File: src/verilog/dsm_pkg.sv
// dsm_pkg: constants, register map and carrier types for the timeslot tap
// and elastic store realign block.
// assumes: one 100 MHz clock; all users import this package.
package dsm_pkg;

  // ==========================================================================
  // register map of the host port
  localparam logic [7:0] DSM_ADDR_TX_TAP = 8'hA9;
  localparam logic [7:0] DSM_ADDR_CTRL_FIVE = 8'hAA;
  localparam logic [7:0] DSM_ADDR_RX_TAP = 8'hAB;

  // ==========================================================================
  // field positions of common_control_five
  localparam int DSM_SEL_LSB = 0;
  localparam int DSM_SEL_MSB = 4;
  localparam int DSM_TX_ALIGN_BIT = 5;
  localparam int DSM_RX_ALIGN_BIT = 6;

  // ==========================================================================
  // reset values
  localparam logic [7:0] DSM_CTRL_FIVE_RST = 8'h00;
  localparam logic [7:0] DSM_TAP_RST = 8'h00;
  localparam logic [7:0] DSM_RDATA_RST = 8'h00;
  localparam logic [7:0] DSM_UNMAPPED_DATA = 8'h00;

  // ==========================================================================
  // frame geometry
  localparam int DSM_GAP_W = 6;
  localparam logic [DSM_GAP_W-1:0] DSM_HALF_FRAME_BYTES = 6'h10;
  localparam logic [2:0] DSM_LAST_BIT = 3'h7;
  localparam logic [2:0] DSM_FIRST_BIT = 3'h0;
  localparam logic [7:0] DSM_BIT_POS_RST = 8'h00;

  // ==========================================================================
  // carriers
  typedef struct packed {
    logic frame_start; // marks the first bit of a frame
    logic bit_en;      // one bit is present this cycle
    logic bit_val;     // value of that bit
  } dsm_stream_t;

  typedef struct packed {
    logic [7:0] addr;
    logic wr;
    logic rd;
    logic [7:0] wdata;
  } dsm_host_req_t;

  typedef struct packed {
    logic [7:0] pos;   // next bit position in the frame
    logic [7:0] shift; // bits of the current timeslot
    logic first_bit;   // first bit of the selected slot
    logic [7:0] tap;   // last complete selected slot
  } dsm_tap_state_t;

  typedef struct packed {
    logic [4:0] rx_sel;
    logic rx_align;
    logic tx_align;
    logic rx_pulse;
    logic tx_pulse;
    logic [7:0] rdata;
  } dsm_ctl_state_t;

endpackage : dsm_pkg

File: src/verilog/dsm_top.sv
// dsm_top: timeslot monitor taps and elastic store realign commands of one framer.
// assumes: host port is synchronous to clk_i; elastic stores report their
// pointer gap in bytes and move pointers on a realign pulse.
// assumes: stream strobes come from logic on clk_i, so no synchroniser here.
// hazard: a realign moves live pointers; bytes in flight may be lost then.
// limitation: the transmit select arrives as a level; its register lives elsewhere.
//
// Contract
// (RQ1) tap register holds first transmitted bit in msb, last in lsb.
// (RQ2) select value n picks channel n+1; selected slot shows in its tap.
// (RQ3) common_control_five bits 4..0 are the receive tap select.
// (RQ4) rising bit 6 or bit 5 starts a realign check of that store.
// (RQ5) gap of half a frame or more: pointers left alone.
// (RQ6) gap below half a frame: pointers moved half a frame apart.
// (RQ7) software triggers realign only once the backplane clock is stable.
// (RQ8) a held one gives one realign; clear then set for another.
// (RQ9) receive tap register holds the selected receive slot.
// (RQ10) taps reload whole bytes at slot end, once per frame.
`timescale 1ns/1ps
module dsm_top (
  input wire logic clk_i,                          // 100 MHz clock
  input wire logic srst_i,                         // synchronous reset, high
  input wire dsm_pkg::dsm_host_req_t host_i,       // host register access
  output logic [7:0] rdata_o,                      // read data, one cycle after rd
  input wire dsm_pkg::dsm_stream_t tx_strm_i,      // transmit path bits
  input wire dsm_pkg::dsm_stream_t rx_strm_i,      // receive path bits
  input wire logic [4:0] tx_tap_select_i,          // transmit slot select
  input wire logic [dsm_pkg::DSM_GAP_W-1:0] rx_es_gap_i, // rx store pointer gap
  input wire logic [dsm_pkg::DSM_GAP_W-1:0] tx_es_gap_i, // tx store pointer gap
  output logic rx_buffer_realign_o,                // pulse: move rx pointers
  output logic tx_buffer_realign_o                 // pulse: move tx pointers
);
  import dsm_pkg::*;

  dsm_ctl_state_t st_reg;
  dsm_ctl_state_t st_next;
  logic [7:0] tx_timeslot_tap;
  logic [7:0] rx_timeslot_tap;
  logic [7:0] common_control_five;
  logic ctrl_five_wr;
  logic addr_mapped;
  logic rx_edge;
  logic tx_edge;

  // ==========================================================================
  // realign decision
  // fires only on a zero to one change and a gap short of half a frame
  // compared against the stored bit, not the last write, so a held one
  // never retriggers however often software rewrites it
  function automatic logic dsm_need_align(input logic new_bit, input logic old_bit,
                                          input logic [DSM_GAP_W-1:0] gap);
    dsm_need_align = new_bit && !old_bit && (gap < DSM_HALF_FRAME_BYTES);
  endfunction : dsm_need_align

  // ==========================================================================
  // timeslot taps
  // transmit tap follows the select port directly
  dsm_tap u_tx_tap (
    .clk_i(clk_i),
    .srst_i(srst_i),
    .strm_i(tx_strm_i),
    .sel_i(tx_tap_select_i),
    .tap_o(tx_timeslot_tap)
  );

  // receive tap steered by the control register
  dsm_tap u_rx_tap (
    .clk_i(clk_i),
    .srst_i(srst_i),
    .strm_i(rx_strm_i),
    .sel_i(st_reg.rx_sel), // see (RQ3) (RQ9)
    .tap_o(rx_timeslot_tap)
  );

  // ==========================================================================
  // register file
  // bit 7 unassigned, reads zero
  assign common_control_five = {1'b0, st_reg.rx_align, st_reg.tx_align, st_reg.rx_sel};
  // only the control register is writable, tap addresses ignore writes
  assign ctrl_five_wr = host_i.wr && (host_i.addr == DSM_ADDR_CTRL_FIVE);
  assign rx_edge = ctrl_five_wr && host_i.wdata[DSM_RX_ALIGN_BIT] && !st_reg.rx_align;
  assign tx_edge = ctrl_five_wr && host_i.wdata[DSM_TX_ALIGN_BIT] && !st_reg.tx_align;
  // decoded addresses, all others read as the filler value
  assign addr_mapped = (host_i.addr == DSM_ADDR_TX_TAP) || (host_i.addr == DSM_ADDR_CTRL_FIVE) ||
                       (host_i.addr == DSM_ADDR_RX_TAP);

  // next state: writes, realign pulses, read data
  always_comb begin
    st_next = st_reg;
    // pulses default low so each lasts exactly one cycle
    st_next.rx_pulse = 1'b0;
    st_next.tx_pulse = 1'b0;
    if (ctrl_five_wr) begin
      st_next.rx_sel = host_i.wdata[DSM_SEL_MSB:DSM_SEL_LSB]; // see (RQ3)
      st_next.rx_align = host_i.wdata[DSM_RX_ALIGN_BIT];
      st_next.tx_align = host_i.wdata[DSM_TX_ALIGN_BIT];
      // edge only, a held one never repeats
      st_next.rx_pulse = dsm_need_align(host_i.wdata[DSM_RX_ALIGN_BIT], st_reg.rx_align,
                                        rx_es_gap_i); // see (RQ4) (RQ5) (RQ6) (RQ8)
      st_next.tx_pulse = dsm_need_align(host_i.wdata[DSM_TX_ALIGN_BIT], st_reg.tx_align,
                                        tx_es_gap_i); // see (RQ4) (RQ5) (RQ6) (RQ8)
    end
    // a read in the same cycle as a write returns the old value
    if (host_i.rd) begin
      unique case (host_i.addr)
        DSM_ADDR_TX_TAP: st_next.rdata = tx_timeslot_tap; // see (RQ1)
        DSM_ADDR_CTRL_FIVE: st_next.rdata = common_control_five; // see (RQ3)
        DSM_ADDR_RX_TAP: st_next.rdata = rx_timeslot_tap; // see (RQ9)
        default: st_next.rdata = DSM_UNMAPPED_DATA;
      endcase
    end
  end

  // state register
  always_ff @(posedge clk_i) begin
    if (srst_i) begin
      st_reg <= '0;
      st_reg.rx_sel <= DSM_CTRL_FIVE_RST[DSM_SEL_MSB:DSM_SEL_LSB];
      st_reg.rx_align <= DSM_CTRL_FIVE_RST[DSM_RX_ALIGN_BIT];
      st_reg.tx_align <= DSM_CTRL_FIVE_RST[DSM_TX_ALIGN_BIT];
      st_reg.rdata <= DSM_RDATA_RST;
    end else begin
      st_reg <= st_next;
    end
  end

  // outputs
  // straight from flops, so no glitch reaches the elastic stores
  assign rdata_o = st_reg.rdata;
  assign rx_buffer_realign_o = st_reg.rx_pulse;
  assign tx_buffer_realign_o = st_reg.tx_pulse;

  // ==========================================================================
  // checks
  rx_align_fire_a: assert property (@(posedge clk_i) disable iff (srst_i) // see (RQ6)
    (rx_edge && rx_es_gap_i < DSM_HALF_FRAME_BYTES) |=> rx_buffer_realign_o)
    else $error("rx realign missed");
  tx_align_fire_a: assert property (@(posedge clk_i) disable iff (srst_i) // see (RQ6)
    (tx_edge && tx_es_gap_i < DSM_HALF_FRAME_BYTES) |=> tx_buffer_realign_o)
    else $error("tx realign missed");
  rx_gap_ok_a: assert property (@(posedge clk_i) disable iff (srst_i) // see (RQ5)
    !(rx_edge && rx_es_gap_i < DSM_HALF_FRAME_BYTES) |=> !rx_buffer_realign_o)
    else $error("rx realign without cause");
  tx_gap_ok_a: assert property (@(posedge clk_i) disable iff (srst_i) // see (RQ5)
    !(tx_edge && tx_es_gap_i < DSM_HALF_FRAME_BYTES) |=> !tx_buffer_realign_o)
    else $error("tx realign without cause");
  held_one_a: assert property (@(posedge clk_i) disable iff (srst_i) // see (RQ8)
    (st_reg.rx_align && $stable(st_reg.rx_align)) |=> !rx_buffer_realign_o)
    else $error("held rx bit repeated realign");
  rx_sel_wr_a: assert property (@(posedge clk_i) disable iff (srst_i) // see (RQ3)
    ctrl_five_wr |=> st_reg.rx_sel == $past(host_i.wdata[DSM_SEL_MSB:DSM_SEL_LSB]))
    else $error("rx select not written");
  tap_read_a: assert property (@(posedge clk_i) disable iff (srst_i) // see (RQ1)
    (host_i.rd && host_i.addr == DSM_ADDR_TX_TAP) |=> rdata_o == $past(tx_timeslot_tap))
    else $error("tx tap read wrong");
  rx_tap_read_a: assert property (@(posedge clk_i) disable iff (srst_i) // see (RQ9)
    (host_i.rd && host_i.addr == DSM_ADDR_RX_TAP) |=> rdata_o == $past(rx_timeslot_tap))
    else $error("rx tap read wrong");
  ctl_read_a: assert property (@(posedge clk_i) disable iff (srst_i) // see (RQ3)
    (host_i.rd && host_i.addr == DSM_ADDR_CTRL_FIVE) |=> rdata_o == $past(common_control_five))
    else $error("control read wrong");
  // unmapped reads return the filler value
  unmapped_read_a: assert property (@(posedge clk_i) disable iff (srst_i)
    (host_i.rd && !addr_mapped) |=> rdata_o == DSM_UNMAPPED_DATA)
    else $error("unmapped read not filler");
  // read data stands until the next read
  rdata_hold_a: assert property (@(posedge clk_i) disable iff (srst_i)
    !host_i.rd |=> $stable(rdata_o))
    else $error("read data changed without read");

  // ==========================================================================
  // checks: control writes
  // select changes on control writes only
  rx_sel_hold_a: assert property (@(posedge clk_i) disable iff (srst_i) // see (RQ3)
    !ctrl_five_wr |=> $stable(st_reg.rx_sel))
    else $error("rx select changed without write");
  // writes to the read-only taps leave control alone
  ro_write_a: assert property (@(posedge clk_i) disable iff (srst_i)
    (host_i.wr && host_i.addr != DSM_ADDR_CTRL_FIVE) |=> $stable(common_control_five))
    else $error("control changed by other write");
  // command bits are stored as written, even when no pulse follows
  rx_bit_store_a: assert property (@(posedge clk_i) disable iff (srst_i) // see (RQ8)
    ctrl_five_wr |=> st_reg.rx_align == $past(host_i.wdata[DSM_RX_ALIGN_BIT]))
    else $error("rx command bit not stored");
  tx_bit_store_a: assert property (@(posedge clk_i) disable iff (srst_i) // see (RQ8)
    ctrl_five_wr |=> st_reg.tx_align == $past(host_i.wdata[DSM_TX_ALIGN_BIT]))
    else $error("tx command bit not stored");

  // ==========================================================================
  // checks: realign pulses
  // a rewritten one on transmit gives no second pulse
  tx_held_one_a: assert property (@(posedge clk_i) disable iff (srst_i) // see (RQ8)
    (ctrl_five_wr && host_i.wdata[DSM_TX_ALIGN_BIT] && st_reg.tx_align) |=> !tx_buffer_realign_o)
    else $error("held tx bit repeated realign");
  // pulses last one cycle
  rx_pulse_once_a: assert property (@(posedge clk_i) disable iff (srst_i) // see (RQ8)
    rx_buffer_realign_o |=> !rx_buffer_realign_o)
    else $error("rx pulse too long");
  tx_pulse_once_a: assert property (@(posedge clk_i) disable iff (srst_i) // see (RQ8)
    tx_buffer_realign_o |=> !tx_buffer_realign_o)
    else $error("tx pulse too long");
  // a pulse only follows a stored one
  rx_pulse_cause_a: assert property (@(posedge clk_i) disable iff (srst_i) // see (RQ4)
    rx_buffer_realign_o |-> st_reg.rx_align)
    else $error("rx pulse without command bit");
  tx_pulse_cause_a: assert property (@(posedge clk_i) disable iff (srst_i) // see (RQ4)
    tx_buffer_realign_o |-> st_reg.tx_align)
    else $error("tx pulse without command bit");
  // no pulse without a control write
  align_on_write_a: assert property (@(posedge clk_i) disable iff (srst_i) // see (RQ4)
    !ctrl_five_wr |=> !rx_buffer_realign_o && !tx_buffer_realign_o)
    else $error("realign pulse without write");

  // ==========================================================================
  // checks: reset
  // reset clears read data, pulses and control
  rst_values_a: assert property (@(posedge clk_i)
    srst_i |=> rdata_o == DSM_RDATA_RST && !rx_buffer_realign_o && !tx_buffer_realign_o &&
               common_control_five == DSM_CTRL_FIVE_RST)
    else $error("reset values wrong");

endmodule : dsm_top

File: src/verilog/dsm_tap.sv
// dsm_tap: copies one selected timeslot of a serial frame into a byte register.
// assumes: stream strobes come from logic on clk_i; frame_start is given with
// the first bit of each frame.
`timescale 1ns/1ps
module dsm_tap (
  input wire logic clk_i,                  // 100 MHz clock
  input wire logic srst_i,                 // synchronous reset, high
  input wire dsm_pkg::dsm_stream_t strm_i, // serial bit stream
  input wire logic [4:0] sel_i,            // slot select, 0 = channel 1
  output logic [7:0] tap_o                 // last complete selected slot
);
  import dsm_pkg::*;

  dsm_tap_state_t st_reg;
  dsm_tap_state_t st_next;
  logic [7:0] pos;
  logic hit_last;
  logic [7:0] cap_val;

  // ==========================================================================
  // bit position and slot capture
  // position restarts on the frame mark
  assign pos = strm_i.frame_start ? DSM_BIT_POS_RST : st_reg.pos;
  // last bit of the selected slot, 0 picks channel 1
  assign hit_last = strm_i.bit_en && (pos[2:0] == DSM_LAST_BIT) && (pos[7:3] == sel_i); // see (RQ2)
  // first bit lands in the msb
  assign cap_val = {st_reg.shift[6:0], strm_i.bit_val}; // see (RQ1)

  // next state
  always_comb begin
    st_next = st_reg;
    if (strm_i.bit_en) begin
      st_next.pos = pos + 8'h01;
      st_next.shift = cap_val;
      if ((pos[2:0] == DSM_FIRST_BIT) && (pos[7:3] == sel_i)) begin
        st_next.first_bit = strm_i.bit_val;
      end
    end
    // whole byte loaded at slot end only
    if (hit_last) begin
      st_next.tap = cap_val; // see (RQ10)
    end
  end

  // state register
  always_ff @(posedge clk_i) begin
    if (srst_i) begin
      st_reg <= '0;
      st_reg.tap <= DSM_TAP_RST;
    end else begin
      st_reg <= st_next;
    end
  end

  assign tap_o = st_reg.tap;

  // ==========================================================================
  // checks
  tap_load_a: assert property (@(posedge clk_i) disable iff (srst_i) // see (RQ10)
    hit_last |=> tap_o == $past(cap_val)) else $error("tap not loaded at slot end");
  tap_hold_a: assert property (@(posedge clk_i) disable iff (srst_i) // see (RQ10)
    !hit_last |=> $stable(tap_o)) else $error("tap changed mid slot");
  tap_msb_first_a: assert property (@(posedge clk_i) disable iff (srst_i) // see (RQ1)
    hit_last |=> tap_o[7] == $past(st_reg.first_bit) && tap_o[0] == $past(strm_i.bit_val))
    else $error("tap bit order wrong");

endmodule : dsm_tap

File: config.mk
export PLATFORM = sky130hd
export DESIGN_NAME = dsm_top
export DESIGN_NICKNAME = d
export VERILOG_FILES = /design/src/verilog/dsm_pkg.sv /design/src/verilog/dsm_top.sv /design/src/verilog/dsm_tap.sv
export SDC_FILE = /design/constraint.sdc
export NUM_CORES = 1
export LEC_CHECK = 0
export BUFFER_PORTS_ARGS = -buffer_cell sky130_fd_sc_hd__clkbuf_2
export CAP_MARGIN = 20
export CORE_UTILIZATION = 30
export DETAILED_ROUTE_END_ITERATION = 12
export SLEW_MARGIN = 20
export SYNTH_ARGS = -nofsm -noshare
export SYNTH_HDL_FRONTEND = slang
export SYNTH_SLANG_ARGS = --single-unit
File: constraint.sdc
create_clock -name clk_i -period 3.97 [get_ports clk_i]
set_clock_uncertainty 0.2 [all_clocks]
set_input_delay 0.5955 -clock clk_i [delete_from_list [all_inputs] [get_ports clk_i]]
set_output_delay 0.5955 -clock clk_i [all_outputs]
set_load 0.02 [all_outputs]
After elaboration in Yosys (flattened, before gate mapping). Cells that the tools add are included.

Output and inout bits: 10. Logic and storage cells: 39. Register bits: 63.

Reductions and logical operators: 12. Equality and inequality tests: 7. Mux-type cells: 3. $lt $le $gt $ge: 2. $add $sub $neg: 2. Bitwise operators: 1.

Operator list (number): equality test 8 bit (second input constant) (3); case mux 8 bit (3 select lines) (1); adder 8 x 1 -> 8 bit (second input constant) (2); 2-to-1 mux 8 bit (2); less-than comparator 6 x 5 -> 1 bit (second input constant) (2); equality test 5 bit (2); logical AND 1 bit (9); equality test 3 bit (second input constant) (2); logical NOT 1 bit (2); OR reduction 2 bit (1); inverter 1 bit (1).

Longest topological paths before layout.
Depth in word-level cells: 4. Mapped depth: 8.

By module. A second synthesis with hierarchy kept.

Cell total of the unflattened synthesis: 354. Area, all modules: 3369.5 µm².

Modules (own cells, without submodules): dsm_tap (times used 2, seq. area each 460.4 µm², area an instance 1199.9 µm², cells an instance 129); dsm_top (times used 1, seq. area each 340.3 µm², area an instance 969.7 µm², cells an instance 96).

Worst setup path after synthesis. OpenSTA, ideal clock, no wires.

Path kind: input port to flip-flop. From: input port tx_strm_i[2] (netlist bit). To: register u_tx_tap.st_reg, in the netlist u_tx_tap.tap_o[0]. Stages on the path: 8. Data arrival time: 2.062 ns. Setup slack: 1.636 ns. Required time: 3.698 ns. Cells stage by stage: buf_2 > nor2b_1 > ha_1 > ha_1 > and2_1 > o221ai_1 > nor3_4 > mux2i_1.

Cells in the longest elaborated chain, start to end: 4. Elaborated cells on any way between the ends: 5. Those cells by class: eq/ne: 2; mux: 1; reduce/logical: 2.

RTL lines: start: declaration (RTL line dsm_top.sv:25) `input wire dsm_pkg::dsm_stream_t tx_strm_i,`; 2-to-1 mux 8 bit (*) (RTL line dsm_tap.sv:23) `assign pos = strm_i.frame_start ? DSM_BIT_POS_RST : st_reg.pos;`; equality test 3 bit (RTL line dsm_tap.sv:25) `assign hit_last = strm_i.bit_en && (pos[2:0] == DSM_LAST_BIT) && (pos[7:3] == sel_i);`; logical AND 1 bit (RTL line dsm_tap.sv:25); logical AND 1 bit (*) (RTL line dsm_tap.sv:25); end signal: assignment (RTL line dsm_tap.sv:51) `st_reg <= st_next;`; end: declaration (RTL line dsm_tap.sv:14) `dsm_tap_state_t st_reg;`.

Every way passes the cells marked *; elsewhere a longest branch is shown, timed or not. A chain may end at the register's enable or synchronous reset.

Final worst setup path.
From: input port host_i[11] (netlist bit). To: register st_reg, in the netlist common_control_five[5].

Cells in the longest elaborated chain, start to end: 2.

RTL lines: start: declaration (RTL line dsm_top.sv:23) `input wire dsm_pkg::dsm_host_req_t host_i,`; equality test 8 bit (RTL line dsm_top.sv:80) `assign ctrl_five_wr = host_i.wr && (host_i.addr == DSM_ADDR_CTRL_FIVE);`; logical AND 1 bit (RTL line dsm_top.sv:80); end signal: assignment (RTL line dsm_top.sv:123) `st_reg <= st_next;`; end: declaration (RTL line dsm_top.sv:35) `dsm_ctl_state_t st_reg;`.

No other way between the ends.

==> flow_summary_export.csv <==
group,metric,value,unit
floorplanning,initial_core_util,31.6,%
layout,antenna_cells,0,
yosys,synth-adder-area-share,1.68,%
critical_path,end_kind,"register",
critical_path,worstPathArrival,2280,ps
clock_tree,clkLatencyLatePin,340,ps
pwr,p_int,989,uW
layout,nFillCells,962,
run,cap_violations,0,
place,hpwl,3970,um
routing,drtIter0Drc,101,
yosys,ys_types,41,
yosys,synth_top_cell_area_share,42.4,%
timing,period_minus_slack,2280,ps
clock_tree,clkTransAtPathRegs,70,ps
global_routing,grt_remaining_overflow,0,
hold_path,hp-class,"reg2reg",
timing,finalCritPeriodShare,57.5,%
layout,syn2layout_area_growth,17.0,%
yosys,syn-num-nets,364,
run_status,status,"completed",
clock_tree,ctsResizeCount,0,
yosys,synth-compound-area-share,8.54,%
critical_path,cp-start-kind,"primary input",
timing,slew_headroom,47.3,%
yosys,synthFlopType,"dfxtp_1",
timing,worst_pin_slew,790,ps
global_routing,grtUsageMet2,19.1,%
critical_path,max_stage_delay,610,ps
clock_tree,postCtsSetupBuffers,0,
critical_path,cp.required,3970,ps
clock_tree,cts-root-buf,"clkbuf_8",
yosys,synthesis.area,0.00297,sq mm
timing,rsz0062_at_grt,"false",
timing,finalHoldViolCount,0,
global_routing,grt_max_degree,47,
global_routing,antenna_found_initial,0,
routing,via_count,2303,
pwr,irDropWorstVdd,0.176,mV
floorplanning,fp.dieArea,0.0103,sq mm
global_routing,use_met3,5.11,%
yosys,syn_inst,317,
pwr,total_power,1270,uW
global_routing,use_met1,14.3,%
timing,slew_viol_final,0,
hold_path,min-delay-start,"u_rx_tap.tap_o[3]",
place,io_buffers,43,
global_routing,grt_pass1_wl,9450,um
pwr,seq_power_share,50.6,%
critical_path,critical_path_class,"in2reg",
routing,wire_per_inst,11.6,um
global_routing,grt_busiest_layer,"met2",
timing,finalSetupViolCount,0,
critical_path,critical_path.top_delay_family,"simple AND/OR/NAND/NOR gates",
critical_path,startpoint,"host_i[11]",
layout,layout.area.seq,0.00126,sq mm
clock_tree,cts_tree,"done",
clock_tree,clock_sinks,63,
yosys,synthXorXnorAreaFrac,2.95,%
critical_path,crit_path_max_fanout,9,
yosys,avgSynthCellArea,9.38,sq um
pwr,clockPowerShare,43.8,%
yosys,synth-seq-cells,63,
floorplanning,die_h,102,um
yosys,synth_sequential_area_ratio,42.4,%
global_routing,track_usage,11.7,%
yosys,ys_warn_count,0,
yosys,synth-simple-area-share,23.8,%
global_routing,grt_pass1_vias,2078,
routing,first_pass_iters,4,
critical_path,critPathSlowestCell,"and3_1",
critical_path,path_cells,"clkbuf_2 > nor2b_1 > and3_1 > mux2i_1 > nor2_1",
layout,postLayoutCoreUtil,36.9,%
pwr,switching_share,21.9,%
layout,multi_input_area,0.00162,sq mm
clock_tree,clk_path_buf_depth,2,
clock_tree,htree_levels,3,
yosys,async_flop_share,0,%
clock_tree,cts_buffers,9,
yosys,yosysTopAreaCell,"dfxtp_1",
routing,drc,0,
routing,routed_wl,5640,um
pwr,powerDensity,364,mW/mm^2
floorplanning,io_pins,53,
floorplanning,rows,35,
layout,drive_gt1_share,19.8,%
yosys,synth-edff-count,0,
routing,vias_per_cell,4.73,
critical_path,cp.buffers_inverters,1,
yosys,synth_top_family_by_area,"simple AND/OR/NAND/NOR gates",
timing,fmax,438,MHz
critical_path,r2r-start,"u_tx_tap.st_reg[17]",
floorplanning,core,0.00942,sq mm
floorplanning,die_w,102,um
layout,nets,401,
place,gp_congestion,0.750,
pwr,power.share.combinational,5.6,%
yosys,synth_mux_area_share,17.6,%
routing,ant_nets,0,
yosys,synthTopCellsByArea,"dfxtp_1, mux2i_1, nand2b_1, nor2_1, mux2_2",
pwr,power.switching,277,uW
clock_tree,hold_buffers,0,
pwr,leakage,0.00131,uW
timing,totalNegativeSetupSlack,0,ps
-- stage by stage --
| step | setup slack, ps | instance area (sq um) | hold WS [ps] | instances |
|---|---|---|---|---|
| finish | 1690 | 3480 | 272 | 487 |
| detailed placement | 1320 | 3280 | 259 | 472 |
| global route | 1540 | 3480 | 280 | 487 |
| floorplan | 1640 | 2970 | 245 | 317 |
| global placement | 1340 | 3280 | 255 | 472 |
| CTS | 1670 | 3480 | 272 | 487 |
-- power by group through the flow --
stage                     clock network [uW]  registers (uW)  logic (uW)
final                                    554             641        71.1
after global routing                     605             641        79.2
after CTS                                577             641        72.0
after detailed placement                   0             655        71.8
after global placement                     0             655        70.8
after floorplan                            0             654        46.3
-- tightest hold or removal path: stages (launching register included) --
cell      delay, ps
dfxtp_1         310
nand2b_1         60
mux2i_1          60
-- worst paths after layout --
path / end / slack [ps] / cells after the start
max reg2reg: u_tx_tap.tap_o[7] / 1790 / 7
min reg2reg: u_rx_tap.tap_o[3] / 270 / 2
min: u_rx_tap.tap_o[3] / 270 / 2
max: common_control_five[5] / 1690 / 5
-- routing by layer --
metal | vias up | share of wire [%]
li1 | 1178 | -
met1 | 1078 | 47
met2 | 45 | 48
met3 | 2 | 5.1
met4 | 0 | 0.071
met5 | - | 0
-- area by class of cell --
type | count | share of cell area, %
clock inverters | 3 | 1.22
clock buffers | 12 | 4.46
well taps | 129 | 4.64
inverters | 3 | 0.324
repair buffers | 44 | 6.41
flip-flops and latches | 63 | 36.3
multi-input cells | 233 | 46.7
-- placed cells by master (no fill, tap or decap), types with 4 or more instances in the layout --
cell,netlist,final
o21ai_0,4,4
nand2_1,16,16
ha_1,4,4
a2bb2oi_1,7,7
nand2b_1,32,32
a31oi_1,4,4
xnor2_1,9,9
mux2_2,10,10
nor2_1,52,52
dfxtp_1,63,63
clkbuf_2,0,43
clkbuf_8,0,11
nor2b_1,10,10
mux2i_1,41,41
a22oi_1,7,7
-- kinds of logic after synthesis --
| family | Yosys count |
|---|---|
| buf+inv | 21 |
| simple gates | 134 |
| mux | 51 |
| flops | 63 |
| fa+ha+maj | 4 |
| xor+xnor | 10 |
| compound gates | 34 |
-- Yosys cell counts, types with 3 or more instances --
cell,instances
xnor2_1,9
nand2_1,16
nand4_1,3
a2bb2oi_1,7
inv_1,3
a22oi_1,7
and3_1,3
dfxtp_1,63
nor2b_1,10
o21ai_0,4
ha_1,4
nor3b_1,3
clkbuf_1,12
a31oi_1,4
nand3_1,3
mux2_2,10
nand2b_1,32
nor2_1,52
mux2i_1,41
No activity file was read; power rests on OpenSTA's default activity.
